$ cat src/include/ebseq_pkg.sv
/*
  package for the external bus cycle phase sequencer: phase states, field
  widths, reset values and timing-unit counts.
  assumes a single 100 MHz system clock feeding all users of the package.
*/
package ebseq_pkg;
  typedef enum logic [2:0] {
    IDLE,
    ADDR_SETUP,
    CMD_DELAY,
    WR_SETUP,
    ACCESS,
    READY_WAIT,
    HOLD
  } ebseq_phase_t;

  localparam int unsigned CLK_PERIOD_NS   = 10;
  localparam int unsigned UNIT_CNT_W      = 4;    // width of time-unit prescaler
  localparam int unsigned PHASE_CNT_W     = 5;    // width of phase length counter
  localparam logic [3:0]  UNIT_DIV_RST    = 4'h0; // one sys clock per unit at reset
  localparam logic [0:0]  SETUP_BASE_RST  = 1'h0; // 1 unit
  localparam logic [1:0]  SETUP_EXT_RST   = 2'h0;
  localparam logic [1:0]  CMD_DELAY_RST   = 2'h0;
  localparam logic [0:0]  WR_SETUP_RST    = 1'h0;
  localparam logic [4:0]  ACCESS_RST      = 5'h00; // encodes 1 unit
  localparam logic [1:0]  HOLD_RST        = 2'h0;
  localparam logic [1:0]  MANDATORY_WAITS = 2'h1; // async ready sync stage penalty
endpackage

$ cat src/core/ebseq_core.sv
/*
  external bus cycle phase sequencer: runs each bus cycle through up to five
  phases with lengths taken from the chip-select timing control inputs, and
  stretches the access phase with the ready handshake.
  assumes start is held until start_ack, and timing inputs are stable during
  a cycle; ready is synchronous to ref_clk unless ready_async is set.
*/
// Function
// - every cycle runs address setup, command delay, write setup, access, hold in order, skipping zero-length phases
// - each phase length is taken from chip-select timing control inputs
// - ready option lets the external module stretch the access phase
// - address setup lasts 1 or 2 units, up to 5 with window extension
// - changed address window adds 0 to 3 extra setup units
// - write setup or mux tristate phase lasts 0 or 1 unit
// - access phase lasts 1 to 32 units before ready extension
// - address and write data hold phase lasts 0 to 3 units
// - reference clock output follows system clock when selected and driver enabled
// - ready sampled inactive inserts a wait state, active ends the wait and moves on to hold, or to idle when hold is 0
// - asynchronous ready passes an extra stage costing at least one wait state
`timescale 1ns/1ps
module ebseq_core (
  input  wire logic        ref_clk,
  input  wire logic        rstn,
  input  wire logic        clk_en,
  input  wire logic        start,
  input  wire logic        window_changed,
  input  wire logic [3:0]  unit_div,
  input  wire logic        setup_base,
  input  wire logic [1:0]  setup_ext,
  input  wire logic [1:0]  cmd_delay,
  input  wire logic        wr_setup,
  input  wire logic [4:0]  access_len,
  input  wire logic [1:0]  hold_len,
  input  wire logic        ready_en,
  input  wire logic        ready_async,
  input  wire logic        ready_active_low,
  input  wire logic        ready_in,
  input  wire logic        bus_reference_clock_sel_sys,
  input  wire logic        bus_reference_clock_hs_en,
  output logic             start_ack,
  output logic             busy,
  output logic [2:0]       phase,
  output logic             cycle_done,
  output logic             bus_reference_clock,
  output logic             bus_reference_clock_oe
);
  ebseq_pkg::ebseq_phase_t state_r;
  ebseq_pkg::ebseq_phase_t state_nxt;
  logic [ebseq_pkg::PHASE_CNT_W-1:0] left_r;
  logic [ebseq_pkg::PHASE_CNT_W-1:0] left_nxt;
  logic [1:0]  waits_r;
  logic        rdy_s1_r;
  logic        rdy_s2_r;
  logic        done_r;
  logic        tick;
  logic        rdy_raw;
  logic        rdy_seen;
  logic [2:0]  setup_units;
  logic        restart;

  assign restart = (state_r == ebseq_pkg::IDLE) && start;

  ebseq_unit_tick u_tick (
    .ref_clk  (ref_clk),
    .rstn     (rstn),
    .clk_en   (clk_en),
    .restart  (restart),
    .unit_div (unit_div),
    .tick     (tick)
  );

  // setup = base (1 or 2) plus window extension (0..3), at most 5
  assign setup_units = 3'(setup_base) + 3'h1 + (window_changed ? 3'(setup_ext) : 3'h0);

  // ready polarity is selectable; input treated as synchronous otherwise
  assign rdy_raw = ready_in ^ ready_active_low;

  // two flops for async ready; only the second stage is observed
  always_ff @(posedge ref_clk or negedge rstn) begin
    if (!rstn) begin
      rdy_s1_r <= 1'b0;
      rdy_s2_r <= 1'b0;
    end else if (clk_en) begin
      rdy_s1_r <= rdy_raw;
      rdy_s2_r <= rdy_s1_r;
    end
  end

  // async path adds its sync stage; synchronous ready is used directly
  assign rdy_seen = ready_async ? rdy_s2_r : rdy_raw;

  // phase sequencing; a zero-length phase is skipped in the same step
  always_comb begin
    state_nxt = state_r;
    left_nxt  = left_r;
    case (state_r)
      ebseq_pkg::IDLE: begin
        if (start) begin
          state_nxt = ebseq_pkg::ADDR_SETUP;
          left_nxt  = 5'(setup_units - 3'h1);
        end
      end
      ebseq_pkg::ADDR_SETUP: begin
        if (tick) begin
          if (left_r != '0) begin
            left_nxt = left_r - 1'b1;
          end else if (cmd_delay != 2'h0) begin
            state_nxt = ebseq_pkg::CMD_DELAY;
            left_nxt  = 5'(cmd_delay) - 5'h01;
          end else if (wr_setup) begin
            state_nxt = ebseq_pkg::WR_SETUP;
            left_nxt  = 5'h00;
          end else begin
            state_nxt = ebseq_pkg::ACCESS;
            left_nxt  = access_len;
          end
        end
      end
      ebseq_pkg::CMD_DELAY: begin
        if (tick) begin
          if (left_r != '0) begin
            left_nxt = left_r - 1'b1;
          end else if (wr_setup) begin
            state_nxt = ebseq_pkg::WR_SETUP;
            left_nxt  = 5'h00;
          end else begin
            state_nxt = ebseq_pkg::ACCESS;
            left_nxt  = access_len;
          end
        end
      end
      ebseq_pkg::WR_SETUP: begin
        if (tick) begin
          state_nxt = ebseq_pkg::ACCESS;
          left_nxt  = access_len;
        end
      end
      ebseq_pkg::ACCESS: begin
        if (tick) begin
          if (left_r != '0) begin
            left_nxt = left_r - 1'b1;
          end else if (ready_en) begin
            state_nxt = ebseq_pkg::READY_WAIT;
          end else if (hold_len != 2'h0) begin
            state_nxt = ebseq_pkg::HOLD;
            left_nxt  = 5'(hold_len) - 5'h01;
          end else begin
            state_nxt = ebseq_pkg::IDLE;
          end
        end
      end
      ebseq_pkg::READY_WAIT: begin
        // sample point at unit end; async also waits out its mandatory stage
        if (tick && rdy_seen && waits_r == 2'h0) begin
          if (hold_len != 2'h0) begin
            state_nxt = ebseq_pkg::HOLD;
            left_nxt  = 5'(hold_len) - 5'h01;
          end else begin
            state_nxt = ebseq_pkg::IDLE;
          end
        end
      end
      ebseq_pkg::HOLD: begin
        if (tick) begin
          if (left_r != '0) begin
            left_nxt = left_r - 1'b1;
          end else begin
            state_nxt = ebseq_pkg::IDLE;
          end
        end
      end
      default: begin
        state_nxt = ebseq_pkg::IDLE;
      end
    endcase
  end

  // phase state and remaining units
  always_ff @(posedge ref_clk or negedge rstn) begin
    if (!rstn) begin
      state_r <= ebseq_pkg::IDLE;
      left_r  <= '0;
    end else if (clk_en) begin
      state_r <= state_nxt;
      left_r  <= left_nxt;
    end
  end

  // async ready costs at least one wait state before sampling counts
  always_ff @(posedge ref_clk or negedge rstn) begin
    if (!rstn) begin
      waits_r <= 2'h0;
    end else if (clk_en) begin
      if (state_r != ebseq_pkg::READY_WAIT && state_nxt == ebseq_pkg::READY_WAIT) begin
        waits_r <= ready_async ? ebseq_pkg::MANDATORY_WAITS : 2'h0;
      end else if (state_r == ebseq_pkg::READY_WAIT && tick && waits_r != 2'h0) begin
        waits_r <= waits_r - 2'h1;
      end
    end
  end

  // one-cycle completion pulse when a cycle returns to idle
  always_ff @(posedge ref_clk or negedge rstn) begin
    if (!rstn) begin
      done_r <= 1'b0;
    end else if (clk_en) begin
      done_r <= (state_r != ebseq_pkg::IDLE) && (state_nxt == ebseq_pkg::IDLE);
    end
  end

  assign start_ack  = restart && clk_en;
  assign busy       = (state_r != ebseq_pkg::IDLE);
  assign phase      = state_r;
  assign cycle_done = done_r;

  // reference clock is the system clock itself, gated by select and driver
  assign bus_reference_clock    = ref_clk & bus_reference_clock_sel_sys & bus_reference_clock_hs_en;
  assign bus_reference_clock_oe = bus_reference_clock_sel_sys & bus_reference_clock_hs_en;
endmodule

$ cat src/core/ebseq_unit_tick.sv
/*
  chip-select time unit prescaler: emits one-cycle tick every div+1 clocks.
  assumes restart pulses at the start of each bus cycle to align units.
*/
`timescale 1ns/1ps
module ebseq_unit_tick (
  input  wire logic                                ref_clk,
  input  wire logic                                rstn,
  input  wire logic                                clk_en,
  input  wire logic                                restart,
  input  wire logic [ebseq_pkg::UNIT_CNT_W-1:0]    unit_div,
  output logic                                     tick
);
  logic [ebseq_pkg::UNIT_CNT_W-1:0] cnt_r;

  // counts down; tick when reaching zero, reload from divider
  always_ff @(posedge ref_clk or negedge rstn) begin
    if (!rstn) begin
      cnt_r <= ebseq_pkg::UNIT_DIV_RST;
    end else if (clk_en) begin
      if (restart || cnt_r == '0) begin
        cnt_r <= unit_div;
      end else begin
        cnt_r <= cnt_r - 1'b1;
      end
    end
  end

  assign tick = clk_en && !restart && (cnt_r == '0);
endmodule

$ cat config.mk
export PLATFORM = sky130hd
export DESIGN_NAME = ebseq_core
export DESIGN_NICKNAME = d
export VERILOG_FILES = /design/src/include/ebseq_pkg.sv /design/src/core/ebseq_core.sv /design/src/core/ebseq_unit_tick.sv
export SDC_FILE = /design/constraint.sdc
export NUM_CORES = 1
export LEC_CHECK = 0
export BUFFER_PORTS_ARGS = -buffer_cell sky130_fd_sc_hd__buf_2
export CAP_MARGIN = 20
export CORE_ASPECT_RATIO = 1.75
export CORE_MARGIN = 2
export CORE_UTILIZATION = 50
export DETAILED_ROUTE_END_ITERATION = 10
export GPL_ROUTABILITY_DRIVEN = 0
export PLACE_DENSITY_LB_ADDON = 0.12
export SKIP_CTS_REPAIR_TIMING = 1
export SYNTH_ARGS = -nofsm -noshare
export SYNTH_HDL_FRONTEND = slang
export SYNTH_HIERARCHICAL = 1
export SYNTH_SLANG_ARGS = --single-unit
export TNS_END_PERCENT = 20
$ cat constraint.sdc
create_clock -name ref_clk -period 2.6 [get_ports ref_clk]
set_input_delay 0.65 -clock ref_clk [delete_from_list [all_inputs] [get_ports ref_clk]]
set_output_delay 0.65 -clock ref_clk [all_outputs]
set_load 0.01 [all_outputs]
# Word level (Yosys, flattened, before mapping)
# Cells that the tools add are included.
[word_totals] regBits=17 in_bits=28 output_inout_bits=8
[classes] n_eq_ne=17 muxes=38 n_reduce_logical=25 addsub=8 bitwise_logic=4
[op_table] op="two-way mux 5 bit" count=15
[op_table] op="two-way mux 3 bit" count=15
[op_table] op="one-hot mux 5 bit (7 select lines)" count=1
[op_table] op="one-hot mux 3 bit (7 select lines)" count=1
[op_table] op="!= test 2 bit, second input constant" count=8
[op_table] op="== test 3 bit, second input constant" count=4
[op_table] op="AND reduction 11 bit" count=1
[op_table] op="logical AND 1 bit" count=10
[op_table] op="nonzero test 2 bit" count=4
[op_table] op="nonzero test 7 bit" count=1
[op_table] op="== test 3 x 2 -> 1 bit, second input constant" count=2
[op_table] op="logical NOT 3 bit" count=2
[op_table] op="two-way mux 2 bit" count=3
[op_table] op="!= test 3 bit, second input constant" count=2
[op_table] op="subtractor 2 x 1 -> 3 bit, second input constant" count=2
[op_table] op="nonzero test 5 bit" count=1
[op_table] op="subtractor 5 x 1 -> 5 bit, second input constant" count=1
[op_table] op="logical NOT 4 bit" count=1
[op_table] op="two-way mux 4 bit" count=1
[op_table] op="subtractor 3 x 1 -> 4 bit, second input constant" count=1
[op_table] op="subtractor 4 x 1 -> 4 bit, second input constant" count=1
[op_table] op="adder 2 x 2 -> 3 bit" count=1
[op_table] op="AND 1 bit" count=3
[op_table] op="== test 3 x 1 -> 1 bit, second input constant" count=1
[op_table] op="9 further kinds" count=10

# Depth between registers and ports, before layout
[depth] ltp_word=13 depth_mapped=12

# Hierarchy
# Netlist, hierarchy kept.
[by_module_without_submodules] mod="ebseq_core" n_inst=1 cells_each=199 area_each_um2=1497.7 seq_area_each_um2=325.3
[by_module_without_submodules] mod="ebseq_unit_tick" n_inst=1 cells_each=32 area_each_um2=277.8 seq_area_each_um2=100.1

==> flow_metrics.py <==
metrics = {
    "timing": {
        "fin_crit_sh": 0.9464,
        "fin_crit_ps": 2461,
        "setup_viol": 0,
        "skew_ps": 0.5584,
        "grt_setup_unrepaired": "no",
        "tightestPinTransition_ps": 438.9,
        "hold_viol_final": 0,
        "fin_tns_setup_ps": 0,
        "clock.fmax_mhz": 410.2,
        "slew_headroom": 0.7068,
        "finalMaxSlewViolations": 0,
    },
    "die": {
        "ioPinCount": 36,
        "initial_utilization": 0.5225,
        "rows": 28,
        "fp.dieH_um": 82.83,
        "die-area_um2": 4062,
        "core_um2": 3398,
        "die_width_um": 49.05,
    },
    "global_route": {
        "track_usage": 0.2836,
        "grt_max_degree": 34,
        "grt_pass1_wl_um": 8880,
        "antenna_found_initial": 0,
        "grt_overflow_total": 0,
        "grt_pass1_vias": 1989,
    },
    "setup_path": {
        "r2r-start": "u_tick/cnt_r[0]",
        "worstSetupPathType": "clk2out",
        "worst-r2r-setup-slack_ps": 160,
        "arrival_ps": 1810,
        "critPathRequiredTime_ps": 1950,
        "critPathCaptureType": "primary output",
        "rr_worst_depth": 8,
        "cp_max_fo": 2,
        "cp-start-kind": "clock port",
        "worstReg2RegEnd": "cycle_done",
    },
    "yosys": {
        "yosys_warnings": 6,
        "avgSynthCellArea_um2": 7.686,
        "yosys_register_bits": 17,
        "synthArstFlopShare": 1.000,
        "ys.flop_type": "dfrtp_1",
        "yosysSeqAreaShare": 0.2396,
        "synth_edf_count": 0,
        "syn_area_um2": 1775,
        "synthDistinctLibCells": 61,
        "synth_nets": 265,
        "synth_cells": 231,
    },
    "drt": {
        "routedWlPerCell_um": 17.15,
        "via_per_inst": 6.217,
        "ant_nets": 0,
        "drtIter0Drc": 69,
        "first_pass_iters": 4,
        "drc_errors": 0,
        "vias": 1977,
        "totalWireLength_um": 5454,
    },
    "layout": {
        "drive_above_1_share": 0.2637,
        "insertedDiodeCount": 0,
        "syn_to_final_growth_pct": 21.78,
        "num-nets-final": 308,
        "stdcell_area_um2": 2162,
    },
    "cts": {
        "clk_pin_slew_ps": 70,
        "cts_tree": "built",
        "clk_latency_ps": 370,
    },
    "power": {
        "powerDensity_nw_per_um2": 1111,
        "ir_drop_mv": 0.7536,
        "power.leakage_uw": 0.0009351,
    },
    "placement": {
        "dp_hpwl_um": 4181,
        "io_buffers": 35,
        "placed_cell_area_um2": 2063,
    },
    "outcome": {
        "status": "completed",
    },
    "min_path": {
        "worstHoldPathType": "in2async",
    },
    "job": {
        "drv_cap": 0,
    },
}
==> synth_stat cells (all sizes together) (7+ instances only) <==
cell type / count / share of area
o21ai: 20 / 0.056
nor2: 19 / 0.040
dfrtp: 17 / 0.24
inv: 16 / 0.034
nand2: 14 / 0.030
a21oi: 10 / 0.028
nor3: 10 / 0.031
nand3: 9 / 0.025
buf: 8 / 0.025
clkbuf: 8 / 0.017
and2: 7 / 0.025
==> metal layers <==
metal | routed length (um) | vias to the layer above | share of wire | global-route usage
li1 | - | 961 | - | -
met1 | 1995 | 921 | 0.37 | 0.2883
met2 | 2962 | 69 | 0.54 | 0.5044
met3 | 177 | 26 | 0.032 | 0.03417
met4 | 319 | 0 | 0.058 | 0.2260
met5 | 0 | - | 0 | 0
==> cell usage in the layout, fill, tap and decap left out, drive strengths merged, types with 2 or more instances in the layout <==
cell type / instances
a2111oi: 5
or4b: 4
mux2: 2
and4: 2
or3: 3
nor3: 10
and2: 7
o21ai: 20
and3: 4
clkbuf: 6
nor3b: 6
nor2b: 3
xor2: 2
buf: 51
o41ai: 2
o32ai: 2
nor4b: 2
a21oi: 10
o31ai: 6
a21o: 2
nand3: 9
inv: 16
nor2: 19
a211oi: 2
o21a: 4
o22a: 2
a221oi: 2
dfrtp: 17
o211ai: 3
a311oi: 2
nand2: 14
a31oi: 5
nand2b: 5
ha: 6
==> sequential cells by signal, summed over array words and instances (netlist names) <==
register / flops
waits_r: 2
rdy_s1_r: 1
left_r: 5
phase: 3
rdy_s2_r: 1
u_tick/cnt_r: 4
cycle_done: 1
==> area by class of cell <==
cell class | count | area, um^2
repair buffers | 50 | 290.3
clock buffers | 7 | 87.58
flip-flops and latches | 17 | 425.4
multi-input cells | 182 | 1235
well taps | 45 | 56.30
inverters | 16 | 60.06
fillers | 334 | 1236
clock inverters | 1 | 7.507
==> logic make-up (layout without fill, tap and decap cells) <==
| kind of cell | Yosys count | in the layout | share of synthesized area |
|---|---|---|---|
| AO/OA/AOI/OAI | 79 | 79 | 0.3171 |
| AND/OR/NAND/NOR | 92 | 92 | 0.2974 |
| multiplexers | 2 | 2 | 0.01268 |
| XOR/XNOR | 3 | 3 | 0.01480 |
| buffers and inverters | 32 | 74 | 0.07611 |
| flip-flops | 17 | 17 | 0.2396 |
| adder cells (fa/ha/maj) | 6 | 6 | 0.04228 |
==> metrics by stage <==
step	util	worst slack, ps	hold slack [ps]	total power [uW]	cells
after floorplan	-	13.56	354.4	1570	231
after global placement	0.6071	158.6	468.7	2019	311
after detailed placement	0.6071	92.13	481.0	2029	311
after CTS	0.6337	134.7	208.5	2368	318
after global routing	0.6362	17.98	231.0	2577	318
final	0.6362	139.3	193.0	2402	318
==> worst max-delay path: stages <==
cell	delay (ps)
clkbuf_8	110
clkbuf_8	120
and3_1	150
buf_2	130
==> worst max path at each step <==
stage                          from                  end  slack [ps]  cells after the start
floorplan                  phase[0]           cycle_done          10                     10
global placement              start           cycle_done         160                      8
detailed placement            start           cycle_done          90                      8
CTS                         ref_clk  bus_reference_clock         130                      4
global route        u_tick/cnt_r[0]           cycle_done          20                     11
finish                      ref_clk  bus_reference_clock         140                      4
==> power breakdown <==
part	switching (uW)	leakage, uW	total, uW	internal (uW)
registers	109	0.000209	481	372
clock network	127	0.0000541	338	211
logic	918	0.000672	1580	665
Power figures use the tool's default switching activity.
